## src/dpr_pkg.sv

```systemverilog
package dpr_pkg;

  // ************************************************************
  // Bank geometry and register indices
  // ************************************************************
  localparam int NPROF = 2;
  localparam int NREG = 13;
  localparam int ADDR_W = 16;
  localparam int IDX_W = 12;

  // Register indices; byte address is four times the index
  localparam logic [IDX_W-1:0] IDX_B_PRIORITY_ENABLE = 12'h44d;
  localparam logic [IDX_W-1:0] IDX_B_BW_SCALE_LOW = 12'h44e;
  localparam logic [IDX_W-1:0] IDX_B_BW_SCALE_MID = 12'h44f;
  localparam logic [IDX_W-1:0] IDX_B_BW_TOP_FILTER_SEL = 12'h450;
  localparam logic [IDX_W-1:0] IDX_B_INT_DIV_LOW = 12'h451;
  localparam logic [IDX_W-1:0] IDX_B_INT_DIV_MID = 12'h452;
  localparam logic [IDX_W-1:0] IDX_B_INT_DIV_HIGH = 12'h453;
  localparam logic [IDX_W-1:0] IDX_B_FRAC_NUM_LOW = 12'h454;
  localparam logic [IDX_W-1:0] IDX_B_FRAC_NUM_MID = 12'h455;
  localparam logic [IDX_W-1:0] IDX_B_FRAC_NUM_HIGH = 12'h456;
  localparam logic [IDX_W-1:0] IDX_B_FRAC_DEN_LOW = 12'h457;
  localparam logic [IDX_W-1:0] IDX_B_FRAC_DEN_MID = 12'h458;
  localparam logic [IDX_W-1:0] IDX_B_FRAC_DEN_HIGH = 12'h459;
  localparam logic [IDX_W-1:0] IDX_C_PRIORITY_ENABLE = 12'h45a;
  localparam logic [IDX_W-1:0] IDX_STATUS = 12'h4f0;

  // Offsets of each register inside one profile
  localparam logic [3:0] REL_PRIO = 4'h0;
  localparam logic [3:0] REL_BW_LOW = 4'h1;
  localparam logic [3:0] REL_BW_MID = 4'h2;
  localparam logic [3:0] REL_BW_TOP = 4'h3;
  localparam logic [3:0] REL_INT_LOW = 4'h4;
  localparam logic [3:0] REL_INT_MID = 4'h5;
  localparam logic [3:0] REL_INT_HIGH = 4'h6;
  localparam logic [3:0] REL_NUM_LOW = 4'h7;
  localparam logic [3:0] REL_NUM_MID = 4'h8;
  localparam logic [3:0] REL_NUM_HIGH = 4'h9;
  localparam logic [3:0] REL_DEN_LOW = 4'ha;
  localparam logic [3:0] REL_DEN_MID = 4'hb;
  localparam logic [3:0] REL_DEN_HIGH = 4'hc;

  // ************************************************************
  // Field layout, writable masks and reset values
  // ************************************************************
  localparam int PRIO_EN_BIT = 0;
  localparam int PRIO_LSB = 1;
  localparam int TOP_BW16_BIT = 0;
  localparam int TOP_FILT_BIT = 1;
  localparam logic [7:0] MASK_PRIO = 8'h07;
  localparam logic [7:0] MASK_TWO = 8'h03;
  localparam logic [7:0] MASK_FULL = 8'hff;
  localparam logic [7:0] RESET_BYTE = 8'h00;
  localparam logic [1:0] RESP_OKAY = 2'h0;
  localparam logic [1:0] RESP_SLVERR = 2'h2;

  // ************************************************************
  // Carriers
  // ************************************************************
  typedef struct packed {
    logic [ADDR_W-1:0] awaddr;
    logic awvalid;
    logic [31:0] wdata;
    logic [3:0] wstrb;
    logic wvalid;
    logic bready;
    logic [ADDR_W-1:0] araddr;
    logic arvalid;
    logic rready;
  } dpr_axil_req_t;

  typedef struct packed {
    logic awready;
    logic wready;
    logic [1:0] bresp;
    logic bvalid;
    logic arready;
    logic [31:0] rdata;
    logic [1:0] rresp;
    logic rvalid;
  } dpr_axil_rsp_t;

  typedef struct packed {
    logic enable;
    logic [1:0] priority_level;
    logic [16:0] bw_scale;
    logic high_margin;
    logic [17:0] int_div_m1;
    logic [23:0] frac_num;
    logic [23:0] frac_den;
  } dpr_profile_t;

  typedef struct packed {
    logic hit;
    logic status;
    logic prof;
    logic [3:0] rel;
  } dpr_decode_t;

endpackage

```

## src/dpr_reference_profile_regs.sv

```systemverilog
// Contract
// - Each profile holds a two-bit priority at bits 2:1, code 00 highest.
// - Priority register bit 0 makes the input eligible when 1, excluded when 0.
// - Bandwidth factor is 17 bits in 0.1 Hz, bit 16 in third byte bit 0.
// - Third bandwidth byte bit 1 selects normal or high phase margin filter.
// - Integer divider is 18 bits over three bytes, ratio is stored value plus one.
// - Fraction numerator is 24 bits over three bytes, low byte at lowest address.
// - Fraction modulus is 24 bits over three bytes, low byte at lowest address.
// - After reset every profile field is zero.
// - A zero modulus disables and bypasses the fractional divider.
module dpr_reference_profile_regs (
  input wire logic clk_sys,
  input wire logic reset,
  input wire logic clk_en,
  input wire dpr_pkg::dpr_axil_req_t axi_req,
  output dpr_pkg::dpr_axil_rsp_t axi_rsp,
  output dpr_pkg::dpr_profile_t active_cfg,
  output logic active_valid,
  output logic active_ref,
  output logic [18:0] active_div_ratio,
  output logic active_frac_enable
);
  import dpr_pkg::*;

  // ************************************************************
  // Address decoding
  // ************************************************************

  // Shared by the write and read paths; misaligned or out-of-bank words miss
  function automatic dpr_decode_t decode(input logic [ADDR_W-1:0] addr);
    logic [IDX_W-1:0] idx;
    dpr_decode_t d;
    idx = addr[IDX_W+1:2];
    d = '0;
    if (addr[1:0] == 2'h0 && addr[ADDR_W-1:IDX_W+2] == '0) begin
      if (idx >= IDX_B_PRIORITY_ENABLE && idx <= IDX_B_FRAC_DEN_HIGH) begin
        d.hit = 1'b1;
        d.rel = 4'(idx - IDX_B_PRIORITY_ENABLE);
      end else if (idx >= IDX_C_PRIORITY_ENABLE && idx < IDX_C_PRIORITY_ENABLE + 12'(NREG)) begin
        d.hit = 1'b1;
        d.prof = 1'b1;
        d.rel = 4'(idx - IDX_C_PRIORITY_ENABLE);
      end else if (idx == IDX_STATUS) begin
        d.hit = 1'b1;
        d.status = 1'b1;
      end
    end
    return d;
  endfunction

  // Writable bits of each register inside a profile
  function automatic logic [7:0] wmask(input logic [3:0] rel);
    logic [7:0] m;
    case (rel)
      REL_PRIO: m = MASK_PRIO;
      REL_BW_TOP, REL_INT_HIGH: m = MASK_TWO;
      default: m = MASK_FULL;
    endcase
    return m;
  endfunction

  // ************************************************************
  // Storage and AXI4-Lite slave
  // ************************************************************
  logic [7:0] bank_q [NPROF][NREG];
  logic aw_held_q, w_held_q, bvalid_q, rvalid_q;
  logic [ADDR_W-1:0] aw_addr_q;
  logic [31:0] wdata_q, rdata_q;
  logic [3:0] wstrb_q;
  logic [1:0] bresp_q, rresp_q;
  logic [7:0] status_byte;
  logic aw_take, w_take, ar_take, wr_go;
  dpr_decode_t wdec, rdec;

  // Address and data are taken in either order and held until both are here
  assign aw_take = clk_en && axi_req.awvalid && !aw_held_q && !bvalid_q;
  assign w_take = clk_en && axi_req.wvalid && !w_held_q && !bvalid_q;
  assign wr_go = clk_en && aw_held_q && w_held_q && !bvalid_q;
  assign ar_take = clk_en && axi_req.arvalid && !rvalid_q;
  assign wdec = decode(aw_addr_q);
  assign rdec = decode(axi_req.araddr);

  // Write address holding
  always_ff @(posedge clk_sys or posedge reset) begin
    if (reset) begin
      aw_held_q <= 1'b0;
      aw_addr_q <= '0;
    end else if (aw_take) begin
      aw_held_q <= 1'b1;
      aw_addr_q <= axi_req.awaddr;
    end else if (wr_go) begin
      aw_held_q <= 1'b0;
    end
  end

  // Write data holding
  always_ff @(posedge clk_sys or posedge reset) begin
    if (reset) begin
      w_held_q <= 1'b0;
      wdata_q <= '0;
      wstrb_q <= '0;
    end else if (w_take) begin
      w_held_q <= 1'b1;
      wdata_q <= axi_req.wdata;
      wstrb_q <= axi_req.wstrb;
    end else if (wr_go) begin
      w_held_q <= 1'b0;
    end
  end

  // Profile bytes; only lane 0 carries data, masked so reserved bits stay zero
  always_ff @(posedge clk_sys or posedge reset) begin
    if (reset) begin
      for (int p = 0; p < NPROF; p++) begin
        for (int r = 0; r < NREG; r++) begin
          bank_q[p][r] <= RESET_BYTE;
        end
      end
    end else if (wr_go && wdec.hit && !wdec.status && wstrb_q[0]) begin
      bank_q[wdec.prof][wdec.rel] <= wdata_q[7:0] & wmask(wdec.rel);
    end
  end

  // Write response; status is read-only and silently ignores writes
  always_ff @(posedge clk_sys or posedge reset) begin
    if (reset) begin
      bvalid_q <= 1'b0;
      bresp_q <= RESP_OKAY;
    end else if (wr_go) begin
      bvalid_q <= 1'b1;
      bresp_q <= wdec.hit ? RESP_OKAY : RESP_SLVERR;
    end else if (clk_en && axi_req.bready) begin
      bvalid_q <= 1'b0;
    end
  end

  // Read channel, data registered one cycle after the address is taken
  always_ff @(posedge clk_sys or posedge reset) begin
    if (reset) begin
      rvalid_q <= 1'b0;
      rdata_q <= '0;
      rresp_q <= RESP_OKAY;
    end else if (ar_take) begin
      rvalid_q <= 1'b1;
      rresp_q <= rdec.hit ? RESP_OKAY : RESP_SLVERR;
      if (!rdec.hit) begin
        rdata_q <= '0;
      end else if (rdec.status) begin
        rdata_q <= {24'h000000, status_byte};
      end else begin
        rdata_q <= {24'h000000, bank_q[rdec.prof][rdec.rel]};
      end
    end else if (clk_en && axi_req.rready) begin
      rvalid_q <= 1'b0;
    end
  end

  always_comb begin
    axi_rsp = '0;
    axi_rsp.awready = clk_en && !aw_held_q && !bvalid_q;
    axi_rsp.wready = clk_en && !w_held_q && !bvalid_q;
    axi_rsp.bvalid = bvalid_q;
    axi_rsp.bresp = bresp_q;
    axi_rsp.arready = clk_en && !rvalid_q;
    axi_rsp.rvalid = rvalid_q;
    axi_rsp.rdata = rdata_q;
    axi_rsp.rresp = rresp_q;
  end

  // ************************************************************
  // Field assembly and reference selection
  // ************************************************************
  dpr_profile_t prof [NPROF];

  // Each profile's bytes gathered into its fields, low byte at lowest index
  for (genvar p = 0; p < NPROF; p++) begin : g_prof
    assign prof[p].enable = bank_q[p][REL_PRIO][PRIO_EN_BIT];
    assign prof[p].priority_level = bank_q[p][REL_PRIO][PRIO_LSB+1:PRIO_LSB];
    assign prof[p].bw_scale = {bank_q[p][REL_BW_TOP][TOP_BW16_BIT], bank_q[p][REL_BW_MID],
                               bank_q[p][REL_BW_LOW]};
    assign prof[p].high_margin = bank_q[p][REL_BW_TOP][TOP_FILT_BIT];
    assign prof[p].int_div_m1 = {bank_q[p][REL_INT_HIGH][1:0], bank_q[p][REL_INT_MID],
                                 bank_q[p][REL_INT_LOW]};
    assign prof[p].frac_num = {bank_q[p][REL_NUM_HIGH], bank_q[p][REL_NUM_MID],
                               bank_q[p][REL_NUM_LOW]};
    assign prof[p].frac_den = {bank_q[p][REL_DEN_HIGH], bank_q[p][REL_DEN_MID],
                               bank_q[p][REL_DEN_LOW]};
  end

  logic sel_valid;
  logic sel_idx;

  // Smallest priority code wins; a tie goes to the lower input, B before C
  always_comb begin
    sel_valid = 1'b0;
    sel_idx = 1'b0;
    for (int p = 0; p < NPROF; p++) begin
      if (prof[p].enable && (!sel_valid || prof[p].priority_level < prof[sel_idx].priority_level)) begin
        sel_valid = 1'b1;
        sel_idx = 1'(p);
      end
    end
  end

  // Registered so the loop sees one coherent profile, never a mix mid-write
  always_ff @(posedge clk_sys or posedge reset) begin
    if (reset) begin
      active_cfg <= '0;
      active_valid <= 1'b0;
      active_ref <= 1'b0;
      active_div_ratio <= '0;
      active_frac_enable <= 1'b0;
    end else if (clk_en) begin
      active_valid <= sel_valid;
      active_ref <= sel_idx;
      active_cfg <= sel_valid ? prof[sel_idx] : '0;
      active_div_ratio <= sel_valid ? {1'b0, prof[sel_idx].int_div_m1} + 19'h00001 : '0;
      active_frac_enable <= sel_valid && prof[sel_idx].frac_den != 24'h000000;
    end
  end

  // Status word mirrors the registered loop choice
  assign status_byte = {3'h0, active_frac_enable, active_cfg.priority_level, active_ref, active_valid};

endmodule

```

## config.mk

```make
export PLATFORM = sky130hd
export DESIGN_NAME = dpr_reference_profile_regs
export DESIGN_NICKNAME = d
export VERILOG_FILES = /design/src/dpr_pkg.sv /design/src/dpr_reference_profile_regs.sv
export SDC_FILE = /design/constraint.sdc
export NUM_CORES = 1
export LEC_CHECK = 0
export BUFFER_PORTS_ARGS = -buffer_cell sky130_fd_sc_hd__buf_2
export CORE_ASPECT_RATIO = 0.8
export CORE_MARGIN = 1
export CORE_UTILIZATION = 58
export CTS_BUF_LIST = sky130_fd_sc_hd__clkbuf_16
export DETAILED_ROUTE_END_ITERATION = 12
export PLACE_DENSITY = 0.84
export SYNTH_ARGS = -nofsm -noshare
export SYNTH_HDL_FRONTEND = slang
export SYNTH_SLANG_ARGS = --single-unit
```

## constraint.sdc

```tcl
create_clock -name clk_sys -period 11.8 [get_ports clk_sys]
set_clock_uncertainty 0.1 [all_clocks]
set_input_delay 0.59 -clock clk_sys [delete_from_list [all_inputs] [get_ports clk_sys]]
set_output_delay 0.59 -clock clk_sys [all_outputs]
set_load 0.1 [all_outputs]
```

==> metrics.yaml, run 1 <==
worst_setup_path:
  cp_data_arrival_time_ns: 5.10
  worst_setup_path_end_kind: "flop"
  critical_path_class: "input port to flop"
  cp-start-kind: "input port"
  cp.required_ns: 12.08
  reg2reg_slack_ns: 7.34
  rr_worst_depth: 10
  slowest_delay_ns: 0.76
  critical-path-slowest-cell: "a31o_2"
  worstPathCellList: "buf_2 > buf_4 > inv_2 > ha_1 > or3b_2 > a21o_1 > nand3_1 > a31o_2 > mux4_2 > o21ai_0 > a211o_1 > a31oi_1"
  crit_fanout: 40
  setup.worst_path.start: "axi_req[4]"
  reg2reg_from: "aw_addr_q[2]$_DFFE_PP0P_"
  timing.rr.end: "bank_q[90]$_DFFE_PP0P_"
cts:
  cts-htree-levels: 2
  postCtsSetupRepairBufs: 0
  insertion_delay_ns: 0.52
  root_buffer: "clkbuf_16"
  cts_resized: 0
  clk_pin_slew_ns: 0.06
  numCtsBuffers: 36
  cts_sinks: 355
  cts_tree: "built"
  ctsHoldBuffers: 0
  clk_path_buf_depth: 3
global_route:
  grt_max_degree: 129
  antenna_found_initial: 0
  grt_pass1_vias: 13600
  grt-ovfl-total: 0
  grt_pass1_wl_um: 76500
  grt.total_usage_pct: 31.9
detailed_routing:
  drt.antenna.violating_nets: 0
  routed_via_density: 6.24
  post_drt_wl_per_cell_um: 21.6
  dr.pass1.iters: 7
  num_vias: 14300
  drc_errors: 0
  dr.first_iter.drc_count: 1539
  routed_wl_um: 49300
floorplan:
  die_h_um: 158
  start_util_pct: 59.4
  io_pins: 226
  coreArea_mm2: 0.0296
  die-width_um: 197
  placementRows: 56
  design.die.area_mm2: 0.0310
timing:
  fin_ws_ns: 6.98
  drv_slew: 0
  setup_tns_ns: 0
  setup_viol: 0
  hold_viol: 0
  post-route-period-util_pct: 40.8
  fin_crit_ns: 4.82
  relSlewSlack_pct: 15.6
  rsz0062_at_grt: "no"
  tightest_slew_ns: 1.27
  fmax_ghz: 0.208
final_layout:
  nets: 1949
  finalNonFillerCells: 2288
  final_cell_mix: "dfrtp_1, nand2_1, buf_2, inv_1, o22ai_1"
  drive_gt1_share_pct: 19.4
  insertedDiodeCount: 0
  final_common_cell: "dfrtp_1"
  syn_to_final_growth_pct: 11.8
yosys:
  synthArstFlopShare_pct: 100
  synth_edf_count: 0
  synth_warnings: 0
  synth_seq_cells: 355
  yosysSeqAreaShare_pct: 50.5
  synth_flop_cell: "dfrtp_1"
  synthCells: 1743
  netlist_area_mm2: 0.0176
  syn_avg_cell_area_um2: 10.1
  ys_types: 75
place:
  place_hpwl_um: 33300
  place.gp.congestion: 0.988
  detailedPlace.worstSlack_ns: 6.62
  place_inst: 2223
  port_buffers: 172
power_and_ir_drop:
  total_leakage_power_nw: 9.40
  p_total_mw: 2.87
  vdd_drop_max_mv: 0.0868
  p_per_area_mw_per_mm2: 146
outcome:
  outcome: "finished clean"
run:
  cap_violations: 0
min_path:
  hold_path_class: "input port to asynchronous set/reset pin"
[how the worst max path moves through the flow]
stage,to,slack (ns)
2_1_floorplan,active_cfg[0]$_DFFE_PP0P_,1.26
6_report,rdata_q[0]$_DFFE_PP0P_,6.98
3_5_place_dp,rdata_q[0]$_DFFE_PP0P_,6.62
3_3_place_gp,rdata_q[0]$_DFFE_PP0P_,6.65
4_1_cts,rdata_q[0]$_DFFE_PP0P_,7.14
5_1_grt,rdata_q[0]$_DFFE_PP0P_,6.81
[report_power, final]
group          switching [mW]  internal [mW]
Sequential             0.0968           1.27
Combinational           0.282          0.106
Clock                   0.481          0.636
[logic make-up after synthesis]
logic type | after synthesis | synth area share (%)
adder cells (fa/ha/maj) | 18 | 1.28
AO/OA/AOI/OAI | 426 | 15.1
other | 1 | 0.0213
AND/OR/NAND/NOR | 455 | 12.8
multiplexers | 208 | 12.8
flip-flops | 355 | 50.5
buffers and inverters | 262 | 6.58
XOR/XNOR | 18 | 0.897
[worst max-delay path, delay by kind of cell]
family | cells | cell delay, ns
AO/OA/AOI/OAI | 5 | 1.60
buffers and inverters | 3 | 1.01
AND/OR/NAND/NOR | 2 | 0.89
multiplexers | 1 | 0.58
adder cells (fa/ha/maj) | 1 | 0.37
[through the flow]
| stage | hold WS [ns] | instance area, um^2 | util, % |
|---|---|---|---|
| detailed placement | 0.365 | 18500 | 62.6 |
| global route | 0.182 | 19700 | 66.5 |
| CTS | 0.173 | 19700 | 66.5 |
| floorplan | 0.348 | 17700 | - |
| global placement | 0.366 | 18500 | 62.6 |
| finish | 0.145 | 19700 | 66.5 |
[sequential cells by signal, summed over array words and instances (netlist names)]
name	count
wstrb_q	1
bvalid_q	1
rresp_q	1
bank_q	208
rdata_q	8
aw_held_q	1
aw_addr_q	16
active_div_ratio	19
w_held_q	1
active_ref	1
bresp_q	1
active_frac_enable	1
active_cfg	87
wdata_q	8
rvalid_q	1
[layout make-up]
type | instances | area (um^2)
tap | 406 | 508
clock buffer | 37 | 926
clock inverter | 28 | 209
inverter | 124 | 473
fill | 2358 | 9910
sequential | 355 | 8880
multi-input combinational | 1151 | 7680
timing repair buffer | 187 | 976
[cell usage after synthesis (41+ instances only)]
master | count | area [um^2]
a21oi_1 | 41 | 205
clkbuf_1 | 74 | 278
dfrtp_1 | 355 | 8880
inv_1 | 121 | 454
mux2_2 | 90 | 1010
mux2i_1 | 114 | 1140
nand2_1 | 187 | 702
nand3_1 | 49 | 245
nor2_1 | 48 | 180
o21ai_0 | 108 | 541
o21ai_1 | 53 | 265
o22ai_1 | 121 | 757
[metal layers]
layer	share of wire, %	vias up	GRT usage, %
met5	0	-	0
met3	9.3	103	6.07
met1	43	7079	46.0
met2	45	708	49.2
li1	-	6394	-
met4	2.6	0	9.67
No activity file was read; power rests on OpenSTA's default activity.
==> run 2, diff against run 1 <==
- clock period: 11.8 -> 4.9 ns (I/O delays scaled with it)
==> run 2 against run 1 <==
Core utilization up 1.2 points; global-route usage up 0.58 points; combinational power grew to 2.5 times the previous value; cell count is 1.8% higher; sequential power increased by 140%; clock power is 130% higher; worst setup slack got worse by 6.2 ns; via count increased by 1.8%; largest power group unchanged.
==> metrics.yaml, run 2 (same netlist as run 1, synthesis figures left out) <==
detailed_routing:
  num_vias: 14500  # was 14300
  dr.first_iter.drc_count: 1324  # was 1539
  drc_errors: 0  # unchanged
  drt.antenna.violating_nets: 0  # unchanged
  routed_wl_um: 50000  # was 49300 um
  post_drt_wl_per_cell_um: 21.5  # was 21.6 um
  dr.pass1.iters: 6  # was 7
  routed_via_density: 6.24  # about the same
cts:
  clk_pin_slew_ns: 0.06  # about the same
  cts_sinks: 355  # unchanged
  cts-htree-levels: 2  # unchanged
  insertion_delay_ns: 0.54  # was 0.52 ns
  root_buffer: "clkbuf_16"  # unchanged
  numCtsBuffers: 35  # was 36
  clk_path_buf_depth: 3  # unchanged
  cts_tree: "built"  # unchanged
timing:
  hold_viol: 0  # unchanged
  rsz0062_at_grt: "no"  # unchanged
  setup_viol: 0  # unchanged
  tightest_slew_ns: 1.24  # was 1.27 ns
  holdWs_ns: 0.112  # was 0.145 ns
  post-route-period-util_pct: 84.8
  fmax_ghz: 0.241
  fin_crit_ns: 4.15
  setup_tns_ns: 0  # unchanged
  relSlewSlack_pct: 17.6  # was 15.6%
  drv_slew: 0  # unchanged
final_layout:
  final_cell_mix: "dfrtp_1, nand2_1, buf_2, inv_1, o22ai_1"  # unchanged
  finalInstanceArea_mm2: 0.0200  # was 0.0197 mm^2
  multiInputGateArea_mm2: 0.00767  # was 0.00768 mm^2
  largest_reg_flops: 208  # unchanged
  syn_to_final_growth_pct: 13.9  # was 11.8%
  drive_gt1_share_pct: 19.8  # was 19.4%
  nets: 1995  # was 1949
  insertedDiodeCount: 0  # unchanged
  final_common_cell: "dfrtp_1"  # unchanged
  fillers: 2273  # was 2358
  top_register: "bank_q"  # unchanged
  regArea_mm2: 0.00888  # unchanged
  reg.largest.list: "bank_q (208), active_cfg (87), active_div_ratio (19)"  # unchanged
floorplan:
  die-width_um: 197  # unchanged
  start_util_pct: 59.4  # unchanged
  die_h_um: 158  # unchanged
  design.die.area_mm2: 0.0310  # unchanged
  placementRows: 56  # unchanged
  io_pins: 226  # unchanged
  coreArea_mm2: 0.0296  # unchanged
worst_setup_path:
  cp.required_ns: 5.21  # was 12.08 ns
  critical_path_class: "flop to flop"  # was input port to flop
  cp-start-kind: "flop"  # was input port
  worstPathCellList: "inv_1 > ha_1 > nor2b_1 > or4_4 > a21oi_1 > nand2_1 > o32a_1 > nor2_1 > nand3_1 > mux2_2"  # was buf_2 > buf_4 > inv_2 > ha_1 > or3b_2 > a21o_1 > nand3_1 > a31o_2 > mux4_2 > o21ai_0 > a211o_1 > a31oi_1
  critical-path-slowest-cell: "nand3_1"  # was a31o_2
  worst_setup_path_end_kind: "flop"  # unchanged
  slowest_delay_ns: 0.61  # was 0.76 ns
  crit_fanout: 14  # was 40
  cp_data_arrival_time_ns: 4.46  # was 5.10 ns
global_route:
  grt.total_usage_pct: 32.5  # was 31.9%
  gr-max-usage-layer: "met2"  # unchanged
  grt-ovfl-total: 0  # unchanged
  grt_util_met2_pct: 49.5  # was 49.2%
  grt_pass1_wl_um: 77800  # was 76500 um
  use_met1_pct: 46.9  # was 46.0%
  grt_use_met3_pct: 6.41  # was 6.07%
  antenna_found_initial: 0  # unchanged
  grt_max_degree: 180  # was 129
  grt_pass1_vias: 13900  # was 13600
power_and_ir_drop:
  total_leakage_power_nw: 9.57  # was 9.40 nW
  vdd_drop_max_mv: 0.275  # was 0.0868 mV
  p_per_area_mw_per_mm2: 342  # was 146 mW/mm^2
outcome:
  outcome: "finished clean"  # unchanged
run:
  cap_violations: 0  # unchanged
place:
  port_buffers: 172  # unchanged
  place.gp.congestion: 0.968  # was 0.988
  placed_cell_area_mm2: 0.0187  # was 0.0185 mm^2
  place_hpwl_um: 33500  # was 33300 um
min_path:
  hold_path_class: "input port to flop"  # was input port to asynchronous set/reset pin
-- run 2: area by class of cell --
class / count / share of cell area (%)
clock buffers: 36 / 4.50
repair buffers: 234 / 7.06
clock inverters: 24 / 0.825
flip-flops and latches: 355 / 44.4
well taps: 406 / 2.54
multi-input cells: 1151 / 38.3
inverters: 124 / 2.34
-- run 2: critical path: cells and delay by family (launching register included) --
family | cells | cell delay [ns]
compound gates | 2 | 0.63
flops | 1 | 0.54
mux | 1 | 0.45
simple gates | 5 | 1.88
fa+ha+maj | 1 | 0.27
buf+inv | 1 | 0.17
-- run 2: path summary, 6_finish.rpt --
path / from / end / slack [ns] / cells after the start
worst max-delay path: aw_addr_q[2]$_DFFE_PP0P_ / bank_q[8]$_DFFE_PP0P_ / 0.75 / 10
worst min-delay path: clk_en / w_held_q$_DFFE_PP0P_ / 0.11 / 4
worst max register to register: aw_addr_q[2]$_DFFE_PP0P_ / bank_q[8]$_DFFE_PP0P_ / 0.75 / 10
worst min register to register: bank_q[55]$_DFFE_PP0P_ / bank_q[55]$_DFFE_PP0P_ / 0.39 / 1
max in group asynchronous: reset / wdata_q[4]$_DFFE_PP0P_ / 3.43 / 4
min in group asynchronous: reset / active_div_ratio[3]$_DFFE_PP0P_ / 0.42 / 4
-- run 2: routing by layer --
metal,vias up,share of wire (%)
met1,7196,43
li1,6496,-
met4,0,2.6
met5,-,0
met2,747,45
met3,103,9.3
-- run 2: through the flow --
step | worst slack [ns] | std cells | power (mW) | utilization (%)
3_5_place_dp | 0.815 | 2241 | 4.28 | 63.1
6_report | 0.746 | 2330 | 6.85 | 67.7
2_1_floorplan | -0.201 | 1768 | 4.04 | -
3_3_place_gp | 0.883 | 2241 | 4.25 | 63.1
5_1_grt | 0.586 | 2330 | 7.07 | 67.7
4_1_cts | 0.809 | 2330 | 6.85 | 67.7
-- run 2: repair_timing --
item | CTS | global route
hold endpoints to repair | 146 | 0
endpoints found under the setup margin | 0 | 0
buffers inserted | 0 | 0
gates resized for setup | 0 | 0
hold buffers | 29 | 0
-- run 2: report_power, final --
part	leakage [nW]	internal [mW]	switching [mW]
Combinational	4.13	0.285	0.690
Sequential	4.89	3.06	0.234
Clock	0.550	1.44	1.14
Total	9.57	4.78	2.06
